--- src/hdl/sdwp_pkg.sv ---
// shared constants, field layout and mode decoding for the serial converter write port
`default_nettype none
package sdwp_pkg;

  // ==========================================================================
  // word layout
  localparam int WORD_BITS = 16;  // bits in one framed write
  localparam int CODE_BITS = 12;  // converter code width
  localparam int MODE_HI   = 13;  // mode_bit_high position
  localparam int MODE_LO   = 12;  // mode_bit_low position
  localparam logic [4:0] LAST_BIT = 5'h0F;  // count before the 16th edge
  localparam logic [4:0] FULL_CNT = 5'h10;  // bits in a complete word
  localparam logic [4:0] BYTE_CNT = 5'h08;  // bits in one byte

  // ==========================================================================
  // reset values
  localparam logic [11:0] CODE_RESET = 12'h000;  // power-on code, zero volts
  localparam logic [1:0]  MODE_RESET = 2'h0;     // power-on mode, normal

  // ==========================================================================
  // operating mode codes
  localparam logic [1:0] MODE_NORMAL = 2'h0;  // amplifier drives output
  localparam logic [1:0] MODE_PD_5K  = 2'h1;  // power-down, 5 kohm to ground
  localparam logic [1:0] MODE_PD_100K = 2'h2; // power-down, 100 kohm to ground
  localparam logic [1:0] MODE_PD_HIZ = 2'h3;  // power-down, output floating

  // ==========================================================================
  // timing
  localparam int CLK_PERIOD_NS   = 40;  // pclk period
  localparam int T_SYNC_HIGH_NS  = 37;  // least frame select high time
  localparam int T_SCLK_HALF_NS  = 20;  // least serial clock high or low time
  localparam int SYNC_HIGH_CYC   = ((T_SYNC_HIGH_NS + CLK_PERIOD_NS - 1) / CLK_PERIOD_NS) < 1 ?
                                   1 : (T_SYNC_HIGH_NS + CLK_PERIOD_NS - 1) / CLK_PERIOD_NS;
  localparam int SCLK_HALF_MIN   = ((T_SCLK_HALF_NS + CLK_PERIOD_NS - 1) / CLK_PERIOD_NS) < 1 ?
                                   1 : (T_SCLK_HALF_NS + CLK_PERIOD_NS - 1) / CLK_PERIOD_NS;
  localparam int HALF_CYCLES_DEF = 4;   // pclk cycles per serial clock half

  // ==========================================================================
  // host controller register map
  localparam logic [11:0] REG_TX   = 12'h000;  // word to send
  localparam logic [11:0] REG_CTRL = 12'h004;  // framing options
  localparam logic [11:0] REG_STAT = 12'h008;  // busy and sent count
  localparam int CTRL_BYTE_MODE = 0;  // send as two bytes
  localparam int CTRL_LSB_FIRST = 1;  // software word is lsb first
  localparam int CTRL_STOP_LO   = 8;  // early frame end after n bits, 0 off
  localparam int STAT_SENT_LO   = 8;  // completed word counter

  // output stage controls {amp_on, pd_5k, pd_100k, out_hiz} for a mode
  function automatic logic [3:0] mode_flags(input logic [1:0] mode);
    logic [3:0] f;
    f = 4'h0;
    unique case (mode)
      MODE_NORMAL:  f = 4'h8;
      MODE_PD_5K:   f = 4'h4;
      MODE_PD_100K: f = 4'h2;
      MODE_PD_HIZ:  f = 4'h1;
    endcase
    return f;
  endfunction : mode_flags

  // mirror a 16-bit word
  function automatic logic [15:0] bit_rev16(input logic [15:0] w);
    logic [15:0] r;
    r = 16'h0000;
    for (int i = 0; i < 16; i++) begin
      r[i] = w[15 - i];
    end
    return r;
  endfunction : bit_rev16

endpackage : sdwp_pkg
`default_nettype wire

--- src/hdl/sdwp_link_if.sv ---
// three-wire serial write link between host controller and converter
`default_nettype none
interface sdwp_link_if;
  logic sclk;    // serial clock, made by the host
  logic sync_n;  // frame select, active low
  logic din;     // serial data, msb first

  modport host (output sclk, output sync_n, output din);
  modport dac  (input sclk, input sync_n, input din);
endinterface : sdwp_link_if
`default_nettype wire

--- src/hdl/sdwp_host.sv ---
// host end of the link: apb registers, serial clock divider, frame sequencer
`default_nettype none

// ============================================================================
module sdwp_host #(
  parameter int HALF_CYCLES = sdwp_pkg::HALF_CYCLES_DEF  // pclk cycles per sclk half
) (
  input  wire logic        pclk,     // system clock
  input  wire logic        presetn,  // asynchronous reset, active low
  input  wire logic        psel,     // apb select
  input  wire logic        penable,  // apb access phase
  input  wire logic        pwrite,   // apb direction, high write
  input  wire logic [11:0] paddr,    // apb byte address
  input  wire logic [31:0] pwdata,   // apb write data
  output logic [31:0]      prdata,   // apb read data
  output logic             pready,   // apb ready
  output logic             pslverr,  // apb error
  sdwp_link_if.host        link      // serial write link
);

  // hold lasts at least a serial half and the least frame high time
  localparam int HOLD_CYC = (HALF_CYCLES > sdwp_pkg::SYNC_HIGH_CYC) ?
                            HALF_CYCLES : sdwp_pkg::SYNC_HIGH_CYC;
  localparam logic [7:0] HALF_LAST = 8'(HALF_CYCLES - 1);
  localparam logic [7:0] HOLD_LAST = 8'(HOLD_CYC - 1);

  // ==========================================================================
  // state
  typedef enum logic [2:0] {H_IDLE, H_LEAD, H_HIGH, H_LOW, H_GAP, H_HOLD} sdwp_hst_t;

  typedef struct packed {
    sdwp_hst_t   st;
    logic [7:0]  div;
    logic [4:0]  bits;      // falling edges made in this frame
    logic [15:0] shreg;
    logic [15:0] txword;
    logic        byte_mode;
    logic        lsb_first;
    logic [4:0]  stop_after;
    logic [7:0]  sent;
    logic        sclk;
    logic        sync_n;
    logic        din;
    logic        pready;
    logic        pslverr;
    logic [31:0] prdata;
  } sdwp_hreg_t;

  sdwp_hreg_t s_reg;
  sdwp_hreg_t s_next;

  logic tick;    // end of the current timed phase
  logic access;  // apb access phase, answer pending
  logic commit;  // apb edge at which a transfer completes

  // ==========================================================================
  // next state
  always_comb begin
    s_next = s_reg;
    tick   = (s_reg.div == ((s_reg.st == H_HOLD) ? HOLD_LAST : HALF_LAST));
    access = psel & penable & ~s_reg.pready;
    commit = psel & penable & s_reg.pready;
    s_next.div = tick ? 8'h00 : s_reg.div + 8'h01;

    // frame sequencer; data moves on rising sclk, device samples falling
    unique case (s_reg.st)
      H_IDLE: begin
        s_next.div    = 8'h00;
        s_next.sclk   = 1'b0;
        s_next.sync_n = 1'b0;
        s_next.din    = 1'b0;
      end
      H_LEAD: begin
        if (tick) begin
          s_next.sclk = 1'b1;
          s_next.st   = H_HIGH;
        end
      end
      H_HIGH: begin
        if (tick) begin
          s_next.sclk = 1'b0;
          s_next.bits = s_reg.bits + 5'h01;
          s_next.st   = H_LOW;
        end
      end
      H_LOW: begin
        if (tick) begin
          if ((s_reg.bits == sdwp_pkg::FULL_CNT) ||
              ((s_reg.stop_after != 5'h00) && (s_reg.bits == s_reg.stop_after))) begin
            s_next.sync_n = 1'b1;
            s_next.st     = H_HOLD;
          end else if (s_reg.byte_mode && (s_reg.bits == sdwp_pkg::BYTE_CNT)) begin
            s_next.st = H_GAP;
          end else begin
            s_next.sclk  = 1'b1;
            s_next.din   = s_reg.shreg[14];
            s_next.shreg = {s_reg.shreg[14:0], 1'b0};
            s_next.st    = H_HIGH;
          end
        end
      end
      H_GAP: begin
        // frame select stays low between the two bytes
        if (tick) begin
          s_next.sclk  = 1'b1;
          s_next.din   = s_reg.shreg[14];
          s_next.shreg = {s_reg.shreg[14:0], 1'b0};
          s_next.st    = H_HIGH;
        end
      end
      H_HOLD: begin
        if (tick) begin
          s_next.sync_n = 1'b0;
          s_next.din    = 1'b0;
          if (s_reg.bits == sdwp_pkg::FULL_CNT) begin
            s_next.sent = s_reg.sent + 8'h01;
          end
          s_next.st = H_IDLE;
        end
      end
    endcase

    // apb slave: ready one cycle into the access phase, effect at that edge
    s_next.pready  = access;
    s_next.pslverr = 1'b0;
    if (access) begin
      s_next.prdata = 32'h0000_0000;
      unique case (paddr)
        sdwp_pkg::REG_TX: begin
          s_next.prdata[15:0] = s_reg.txword;
          s_next.pslverr = pwrite & (s_reg.st != H_IDLE);  // busy refuses a word
        end
        sdwp_pkg::REG_CTRL: begin
          s_next.prdata[sdwp_pkg::CTRL_BYTE_MODE] = s_reg.byte_mode;
          s_next.prdata[sdwp_pkg::CTRL_LSB_FIRST] = s_reg.lsb_first;
          s_next.prdata[sdwp_pkg::CTRL_STOP_LO+:5] = s_reg.stop_after;
        end
        sdwp_pkg::REG_STAT: begin
          s_next.prdata[0] = (s_reg.st != H_IDLE);
          s_next.prdata[sdwp_pkg::STAT_SENT_LO+:8] = s_reg.sent;
          s_next.pslverr = pwrite;
        end
        default: s_next.pslverr = 1'b1;
      endcase
    end
    // writes land only at the edge that sees pready high, and never if refused
    if (commit && pwrite && !s_reg.pslverr) begin
      if (paddr == sdwp_pkg::REG_TX) begin
        // a word is loaded and the frame opens with its first bit on din
        s_next.txword = pwdata[15:0];
        s_next.shreg  = s_reg.lsb_first ? sdwp_pkg::bit_rev16(pwdata[15:0])
                                        : pwdata[15:0];
        s_next.din    = s_reg.lsb_first ? pwdata[0] : pwdata[15];
        s_next.sync_n = 1'b0;
        s_next.sclk   = 1'b0;
        s_next.bits   = 5'h00;
        s_next.div    = 8'h00;
        s_next.st     = H_LEAD;
      end else if (paddr == sdwp_pkg::REG_CTRL) begin
        s_next.byte_mode  = pwdata[sdwp_pkg::CTRL_BYTE_MODE];
        s_next.lsb_first  = pwdata[sdwp_pkg::CTRL_LSB_FIRST];
        s_next.stop_after = pwdata[sdwp_pkg::CTRL_STOP_LO+:5];
      end
    end
  end

  // ==========================================================================
  // registers
  always_ff @(posedge pclk or negedge presetn) begin
    if (!presetn) begin
      s_reg <= '{st: H_IDLE, div: 8'h00, bits: 5'h00, shreg: 16'h0000,
                 txword: 16'h0000, byte_mode: 1'b0, lsb_first: 1'b0,
                 stop_after: 5'h00, sent: 8'h00, sclk: 1'b0, sync_n: 1'b0,
                 din: 1'b0, pready: 1'b0, pslverr: 1'b0, prdata: 32'h0000_0000};
    end else begin
      s_reg <= s_next;
    end
  end

  // ==========================================================================
  // outputs straight from the state flops
  assign prdata      = s_reg.prdata;
  assign pready      = s_reg.pready;
  assign pslverr     = s_reg.pslverr;
  assign link.sclk   = s_reg.sclk;
  assign link.sync_n = s_reg.sync_n;
  assign link.din    = s_reg.din;

endmodule : sdwp_host
`default_nettype wire

--- src/flat_wrapper.sv ---
// flat-port wrapper written by rule: the top's interface ports become plain ports
module sdwp_host_flat 
#(
  parameter int HALF_CYCLES = sdwp_pkg::HALF_CYCLES_DEF                              
)
  (pclk, presetn, psel, penable, pwrite, paddr, pwdata, prdata, pready, pslverr, link_sclk, link_sync_n, link_din);
  sdwp_link_if link_i ();
  input  wire logic pclk;
  input  wire logic presetn;
  input  wire logic psel;
  input  wire logic penable;
  input  wire logic pwrite;
  input  wire logic [11:0] paddr;
  input  wire logic [31:0] pwdata;
  output logic [31:0] prdata;
  output logic pready;
  output logic pslverr;
  output wire logic [$bits(link_i.sclk)-1:0] link_sclk;
  output wire logic [$bits(link_i.sync_n)-1:0] link_sync_n;
  output wire logic [$bits(link_i.din)-1:0] link_din;
  assign link_sclk = link_i.sclk;
  assign link_sync_n = link_i.sync_n;
  assign link_din = link_i.din;
  sdwp_host #(.HALF_CYCLES(HALF_CYCLES)) u_core (.pclk(pclk), .presetn(presetn), .psel(psel), .penable(penable), .pwrite(pwrite), .paddr(paddr), .pwdata(pwdata), .prdata(prdata), .pready(pready), .pslverr(pslverr), .link(link_i));
endmodule
--- config.mk ---
export PLATFORM = sky130hd
export DESIGN_NAME = sdwp_host_flat
export DESIGN_NICKNAME = d
export VERILOG_FILES = /design/src/hdl/sdwp_pkg.sv /design/src/hdl/sdwp_link_if.sv /design/src/hdl/sdwp_host.sv /design/src/flat_wrapper.sv
export SDC_FILE = /design/constraint.sdc
export NUM_CORES = 1
export LEC_CHECK = 0
export BUFFER_PORTS_ARGS = -buffer_cell sky130_fd_sc_hd__buf_2
export CAP_MARGIN = 25
export CORE_MARGIN = 5
export CORE_UTILIZATION = 25
export DETAILED_ROUTE_END_ITERATION = 8
export GPL_TIMING_DRIVEN = 0
export MAX_ROUTING_LAYER = met4
export PLACE_DENSITY = 0.44
export SLEW_MARGIN = 20
export SYNTH_ARGS = -nofsm -noshare
export SYNTH_HDL_FRONTEND = slang
export SYNTH_SLANG_ARGS = --single-unit
--- constraint.sdc ---
create_clock -name pclk -period 2.9 [get_ports pclk]
set_input_delay 0.58 -clock pclk [delete_from_list [all_inputs] [get_ports pclk]]
set_output_delay 0.58 -clock pclk [all_outputs]
set_load 0.01 [all_outputs]
==> results of run 1 <==
==> power groups by stage <==
stage                     sequential [uW]  combinational [uW]  clock [uW]
after floorplan                      1240                 173           0
after global placement               1250                 271           0
after detailed placement             1250                 279           0
after CTS                            1230                 280        1090
after global routing                 1240                 315        1130
final                                1230                 277        1050
==> stage by stage <==
step	util	instance area [sq um]	hold slack [ns]	TNS [ns]
after floorplan	-	4430	0.284	0
after global placement	0.289	4970	0.455	-0.0797
after detailed placement	0.291	5010	0.457	0
after CTS	0.306	5280	0.169	0
after global routing	0.306	5280	0.196	0
final	0.306	5280	0.168	0
==> synth_stat cells (all sizes together), types with 8 or more instances <==
cell type  count
nand2         79
a211oi        15
buf           36
mux2           8
nor2b         18
xor2           8
dfrtp         83
xnor2         13
inv            8
mux2i         25
nor2          28
clkbuf        18
nand3         19
o21ai         18
a21oi         20
==> worst max-delay path by stage <==
stage | depth (start not counted) | end
global route | 8 | u_core.s_reg[79]
global placement | 7 | u_core.s_reg[66]
CTS | 8 | u_core.s_reg[79]
floorplan | 8 | u_core.s_reg[53]
detailed placement | 9 | u_core.s_reg[60]
finish | 8 | u_core.s_reg[81]
==> placed cells by master, fill, tap and decap left out, drive strengths merged, types with 16 or more instances in the layout <==
cell type,netlist,final
buf,36,90
nand3,19,19
a21oi,20,20
o21ai,18,18
clkbuf,18,28
nand2,79,79
conb,1,16
dfrtp,83,83
mux2i,25,25
nor2,28,28
nor2b,18,18
==> layer usage <==
| layer | wire length [microns] | part of all wire |
|---|---|---|
| met5 | 0 | 0 |
| met2 | 4800 | 0.45 |
| met4 | 79 | 0.0075 |
| met1 | 5000 | 0.47 |
| met3 | 679 | 0.064 |
==> area by class of cell <==
cell class | instances | area, sq um | share of cell area
inverter | 8 | 30.0 | 0.00569
sequential | 83 | 2080 | 0.393
clock buffer | 10 | 229 | 0.0434
multi-input combinational | 325 | 1990 | 0.376
timing repair buffer | 54 | 295 | 0.0559
buffer | 54 | 339 | 0.0642
clock inverter | 6 | 41.3 | 0.00782
tap | 225 | 282 | 0.0533
==> worst max-delay path, stage by stage <==
cell and delay (ns):
buf_2 0.10, nor4_1 0.27, nand3_1 0.27, nor3_2 0.51, nand2_1 0.20, clkbuf_1 0.29, a211oi_1 0.42, a21oi_1 0.07
==> cell families (layout without fill, tap and decap cells) <==
group / after synthesis / count (layout) / share of synthesized area
fa+ha+maj: 4 / 4 / 0.0114
buf+inv: 62 / 132 / 0.0843
other cells: 1 / 16 / 0.000857
simple gates: 177 / 177 / 0.200
compound gates: 74 / 74 / 0.109
xor+xnor: 21 / 21 / 0.0420
flops: 83 / 83 / 0.475
mux: 33 / 33 / 0.0778
==> run metrics, run 1 <==
Final Setup Violations=0; routing usage on met2=0.168; Worst R2R Start=u_core.s_reg[46]; Synth area leader=dfrtp_1; nets=588; clock transition at the registers of the reported paths=0.06 ns; Synth area leaders=dfrtp_1 47%, nand2_1 6.8%, mux2i_1 5.7%; top achievable clock speed=399 MHz; CTS tree=yes; grt ovf=0; Setup Crit Path Kind=primary input to flop; # DRC=0; synthesized area per cell=9.62 sq um; Ports=86; Final GP Congestion=0.835; CTS Hold Buffers Added=0; largest net degree at the start of global routing=57; CP startpoint kind=primary input; FFs w/ async S/R, synth=1.00; sequential power share=0.482; Core Area=17200 sq um; met1 GRT Util=0.146; RR Endpoint=u_core.s_reg[77]; Die H=142 microns; synthesis-to-layout area growth=20.6%; crit path DAT=2.71 ns; switching power=677 uW; Port Buffers=52; initial antenna violation count=0; ANT cells=0; share of layout cells above drive strength 1=0.226; final WL=10.6 mm; Rel. slew slack=0.360; Comb pwr share=0.108; Max Cap Viol=0; clk_skew=0.0110 ns; Detailed Route Iter0 Violations=142; worst path required time=3.10 ns; crit path from=paddr[9]; Register-to-Register Path Depth=7; Inserted Clock Buffers=9; Critical Path End Type=flop; fillers=1815; Die ar.=20300 sq um; root buffer cell=clkbuf_16; Syn Std Cell Area=4380 sq um; Reg2Reg Setup Slack=0.50 ns; dpl hpwl=8.22 mm; GR peak layer=met2; Clock Sinks=83; RSZ-0062 raised after global routing=false; Worst-Skew Late Latency=0.35 ns; via count=3306; post-cts resize count=0; final setup margin=0.391 ns; status=finished clean; met3 Usage GRT=0.0356; sw frac=0.265; YS warnings=0; DIE WIDTH=142 microns; Starting Density=0.254; post-route insts no fill=765; Worst-Margin Slew=0.951 ns; top_reg_cell synth=dfrtp_1; Power Density=484 nW/um^2; Final Hold Fails=0; drt pass-1 iters=4; EDFF count, synth=0; peak supply drop=0.000295 V; max FFs per register=62; register area share after synthesis=0.475; Seq cells post-synth=83; CTS Buffer Depth=2; htree depth=3; setup bufs post-CTS=0; all-layer global routing usage=0.111; Leak Pwr=0.00248 uW; Wirelength per Cell=13.8 microns; Tot Pwr=2550 uW; maximum net fanout on the critical path=10; num rows=48; Slew Viols, Final=0; Synth cell types=50; Tightest Hold Check Type=primary input to async pin; Syn Inst Count=455; vias per std cell=4.32; Post-Place Cells=749; vias in the first global route=3228; Place WS=0.0364 ns; antenna violation net count after detailed routing=0; period utilisation layout=0.865; top cell type's share of synthesized area=0.475; Tmin final=2.51 ns; Internal=1880 uW; first-pass GRT wire length=17.1 mm; Clock power frac=0.409
No activity file was read; power rests on OpenSTA's default activity.
==> run 2, diff against run 1 <==
- RECOVER_POWER: unset -> 25
==> run metrics, run 2 (synthesis results as in run 1) <==
first-pass GRT wire length=17.1 mm (unchanged); Critical Path End Type=flop; Worst-Margin Slew=1.56 ns (+0.607 ns); Final Hold Fails=0 (unchanged); peak supply drop=0.000295 V (about the same); period utilisation layout=0.865 (about the same); Post-Place Cells=749 (unchanged); clock transition at the registers of the reported paths=0.06 ns (about the same); dpl hpwl=8.22 mm (unchanged); Clock power frac=0.410 (about the same); crit path DAT=2.71 ns (about the same); CTS Buffer Depth=2 (unchanged); final setup margin=0.391 ns (+0.000470 ns); Final GP Congestion=0.835 (unchanged); htree depth=3 (unchanged); Core Area=17200 sq um (unchanged); Tmin final=2.51 ns (-0.000470 ns); Internal=1870 uW (-0.20%); Detailed Route Iter0 Violations=143 (+0.70%); RSZ-0062 raised after global routing=false; initial antenna violation count=0 (unchanged); Placed Area=5010 sq um (unchanged); Clock Sinks=83 (unchanged); Tightest Hold Check Type=flop to flop; grt ovf=0 (unchanged); slowest stage cell on the critical path=nor3_2; Tot Pwr=2550 uW (-0.16%); maximum net fanout on the critical path=10 (unchanged); most frequent cells in the layout=83 x dfrtp_1, 79 x nand2_1, 53 x buf_2, 32 x buf_4, 28 x nor2_1; CTS tree=yes; top achievable clock speed=399 MHz (about the same); Place WS=0.0364 ns (unchanged); Slew Viols, Final=29 (+29); failing checks=capacitance limit, slew limit; Wirelength per Cell=13.8 microns (about the same); synthesis-to-layout area growth=20.1%; critical path, cell by cell=buf_2 > nor4_1 > nand3_1 > nor3_2 > nand2_1 > clkbuf_1 > a211oi_1 > a21oi_1; CP max stage delay=0.51 ns (about the same); Port Buffers=52 (unchanged); Setup Crit Path Kind=primary input to flop; DIE WIDTH=142 microns (unchanged); status=finished with violations; antenna violation net count after detailed routing=0 (unchanged); nets=588 (unchanged); # DRC=0 (unchanged); clk_skew=0.0113 ns (+0.000296 ns); Starting Density=0.254 (unchanged); hold_ws=0.466 ns (+0.298 ns); Rel. slew slack=-0.0389 (-0.399); Leak Pwr=0.00247 uW (-0.47%); ANT cells=0 (unchanged); worst path required time=3.10 ns (about the same); Worst-Skew Late Latency=0.35 ns (about the same); root buffer cell=clkbuf_16; all-layer global routing usage=0.111 (unchanged); post-cts resize count=0 (unchanged); post-route cell area=5260 sq um (-0.45%); sw frac=0.265 (+0.000270); Die H=142 microns (unchanged); drt pass-1 iters=4 (unchanged); Power Density=485 nW/um^2 (+0.29%); num rows=48 (unchanged); vias per std cell=4.31 (-0.30%); largest net degree at the start of global routing=57 (unchanged); Max Cap Viol=1 (+1); commonest non-fill, non-tap cell in the layout=dfrtp_1; sequential power share=0.483 (about the same); Ports=86 (unchanged); CTS Hold Buffers Added=0 (unchanged); Comb pwr share=0.107 (about the same); Final Setup Violations=0 (unchanged); setup bufs post-CTS=0 (unchanged); vias in the first global route=3228 (unchanged); Inserted Clock Buffers=9 (unchanged); share of layout cells above drive strength 1=0.224 (-0.00185); post-route insts no fill=765 (unchanged); via count=3296 (-0.30%); CP startpoint kind=primary input; final WL=10.6 mm (about the same); switching power=676 uW (about the same); max FFs per register=62 (unchanged); Die ar.=20300 sq um (unchanged)
run 2: layer usage:
metal	wire length [microns]	GRT usage	part of all wire
met1	5020	0.146	0.47
met2	4800	0.168	0.45
met3	672	0.0356	0.064
met4	79	0.0255	0.0075
met5	0	-	0
run 2: area by class of cell:
class,instances,area [sq um]
clock buffer,10,229
fill,1816,12000
inverter,8,30.0
clock inverter,6,41.3
timing repair buffer,54,272
sequential,83,2080
buffer,54,339
tap,225,282
multi-input combinational,325,1990
run 2: stage by stage:
stage	setup TNS [ns]	util
floorplan	0	-
global placement	-0.0797	0.289
detailed placement	0	0.291
CTS	0	0.306
global route	0	0.305
finish	0	0.305
run 2: power groups by stage:
stage,Combinational (uW),Clock [uW],Sequential [uW]
final,272,1050,1230
after global routing,311,1130,1240
after CTS,280,1090,1230
after detailed placement,279,0,1250
after global placement,271,0,1250
after floorplan,173,0,1240
run 2: critical path, delay by kind of cell:
kind | cells | cell delay [ns]
AND/OR/NAND/NOR | 4 | 1.25
buffers and inverters | 2 | 0.39
AO/OA/AOI/OAI | 2 | 0.49
run 2: worst paths after layout:
check	from	endpoint	slack (ns)	cells past startpoint
min in group asynchronous	presetn	u_core.s_reg[74]	0.62	1
max in group asynchronous	presetn	u_core.s_reg[44]	0.67	2
worst min register to register	u_core.prdata[7]	u_core.prdata[7]	0.47	2
worst max-delay path	paddr[9]	u_core.s_reg[81]	0.39	8
worst max register to register	u_core.s_reg[46]	u_core.s_reg[77]	0.50	7
worst min-delay path	u_core.prdata[7]	u_core.prdata[7]	0.47	2
==> run 3, diff against run 2 <==
==> constraint.sdc (replaced) <==
create_clock -name pclk -period 2.9 [get_ports pclk]
set_input_delay 0.145 -clock pclk [delete_from_list [all_inputs] [get_ports pclk]]
set_output_delay 0.145 -clock pclk [all_outputs]
set_load 0.01 [all_outputs]
==> run metrics, run 3 (synthesis results as in run 1) <==
status=finished with violations; failing checks=capacitance limit, slew limit; vias per std cell=4.33 (+0.38%); worst path bufs/invs=1 (-1); Tot Pwr=2550 uW (+0.15%); period utilisation layout=0.828 (-0.0370); Inserted Clock Buffers=9 (unchanged); sequential power share=0.482 (about the same); hold_ws=0.0471 ns (-0.419 ns); all-layer global routing usage=0.111 (about the same); Setup Crit Path Kind=flop to flop; Hold Path Depth=3 (+1); vias in the first global route=3222 (-0.19%); sw frac=0.265 (-0.000513); num rows=48 (unchanged); root buffer cell=clkbuf_16; share of layout cells above drive strength 1=0.224 (-0.000414); Port Buffers=52 (unchanged); Hold Crit Endpoint=u_core.s_reg[58]; slowest stage cell on the critical path=or4_1; initial antenna violation count=0 (unchanged); peak supply drop=0.000295 V (about the same); top achievable clock speed=416 MHz (+4.5%); CP startpoint kind=flop; # DRC=0 (unchanged); Worst R2R Start=u_core.s_reg[46]; DIE WIDTH=142 microns (unchanged); post-cts resize count=0 (unchanged); Leak Pwr=0.00248 uW (+0.50%); worst path required time=3.10 ns (about the same); CP dominant cell by count=a21oi_1; ANT cells=0 (unchanged); Clock Sinks=83 (unchanged); Final Setup Violations=0 (unchanged); Starting Density=0.254 (unchanged); Tightest Hold Check Type=primary input to flop; Final GP Congestion=0.835 (unchanged); most frequent cells in the layout=83 x dfrtp_1, 79 x nand2_1, 53 x buf_2, 32 x buf_4, 28 x nor2_1; RSZ-0062 raised after global routing=false; nets=589 (+0.17%); Ports=86 (unchanged); RR Endpoint=u_core.s_reg[77]; maximum net fanout on the critical path=10 (unchanged); CTS Buffer Depth=2 (unchanged); crit-path leading delay family=compound AO/OA/AOI/OAI gates; crit path DAT=2.60 ns (-0.11 ns); drt pass-1 iters=4 (unchanged); synthesis-to-layout area growth=20.8%; commonest non-fill, non-tap cell in the layout=dfrtp_1; final WL=10.6 mm (about the same); setup TNS=0 ns (unchanged); Tmin final=2.40 ns (-0.107 ns); CTS tree=yes; Rel. slew slack=-0.137 (-0.0980); Core Area=17200 sq um (unchanged); first-pass GRT wire length=17.1 mm (about the same); antenna violation net count after detailed routing=0 (unchanged); CTS Hold Buffers Added=1 (+1); clk_skew=0.0128 ns (+0.00152 ns); htree depth=3 (unchanged); largest net degree at the start of global routing=57 (unchanged); switching power=676 uW (about the same); setup bufs post-CTS=0 (unchanged); dpl hpwl=8.22 mm (unchanged); Power Density=483 nW/um^2 (-0.42%); Max Cap Viol=1 (unchanged); Worst-Margin Slew=1.71 ns (+0.147 ns); hold_sp=pwdata[6]; critical path, cell by cell=or4_1 > a21oi_1 > o21ai_1 > o21ai_4 > buf_6 > mux2i_1 > a21oi_1; CP max stage delay=0.53 ns (+0.02 ns); Detailed Route Iter0 Violations=157 (+9.8%); Worst-Skew Late Latency=0.35 ns (about the same); Die ar.=20300 sq um (unchanged); Slew Viols, Final=28 (-3.4%); max FFs per register=62 (unchanged); clock transition at the registers of the reported paths=0.07 ns (about the same); Die H=142 microns (unchanged); via count=3313 (+0.52%); grt ovf=0 (unchanged); Reg2Reg Setup Slack=0.50 ns (about the same); Register-to-Register Path Depth=7 (unchanged); Clock power frac=0.409 (about the same); Critical Path End Type=flop; Internal=1880 uW (+0.22%); Comb pwr share=0.109 (+0.002); Wirelength per Cell=13.8 microns (-0.23%); Final Hold Fails=0 (unchanged)
run 3: cell count changes in the layout (fill, tap and decap cells not counted), sizes merged:
cell | before | now
dlygate4sd3 | 0 | 1
clkbuf | 30 | 29
buf | 88 | 89
run 3: tightest hold or removal path, stage by stage:
cell	delay [ns]
buf_2	0.10
nand2_1	0.05
nand2_1	0.05
run 3: worst max path at each step:
stage	startpoint	end	cells after the start
after floorplan	u_core.s_reg[84]	u_core.s_reg[44]	8
after global routing	u_core.s_reg[46]	u_core.s_reg[77]	7
after detailed placement	paddr[9]	u_core.s_reg[60]	9
after global placement	u_core.pslverr	u_core.s_reg[66]	5
after CTS	u_core.s_reg[84]	u_core.s_reg[44]	8
final	u_core.s_reg[46]	u_core.s_reg[77]	7
run 3: layout make-up:
class / instances / area, sq um
inverters: 8 / 30.0
clock inverters: 6 / 41.3
clock buffers: 10 / 229
repair buffers: 55 / 302
plain buffers: 54 / 339
well taps: 225 / 282
flip-flops and latches: 83 / 2080
fillers: 1813 / 12000
multi-input cells: 325 / 1990
run 3: metrics by stage:
step                setup WS, ns  instances  instance area [sq um]  utilization
CTS                        0.485        766                   5290        0.307
global placement           0.399        747                   4970        0.289
detailed placement         0.471        749                   5010        0.291
finish                     0.499        766                   5290        0.307
floorplan                  0.705        470                   4430            -
global route               0.323        766                   5290        0.307
run 3: layer usage:
layer	share of wire	up-vias	track usage
met5	0	-	-
met4	0.0046	0	0.0255
met3	0.069	6	0.0356
met2	0.46	79	0.168
met1	0.47	1556	0.145
li1	-	1672	-
run 3: power by group through the flow:
stage / registers (uW) / logic [uW] / clock network (uW)
finish: 1230 / 277 / 1040
global route: 1240 / 316 / 1130
CTS: 1230 / 281 / 1090
detailed placement: 1250 / 279 / 0
global placement: 1250 / 271 / 0
floorplan: 1240 / 173 / 0
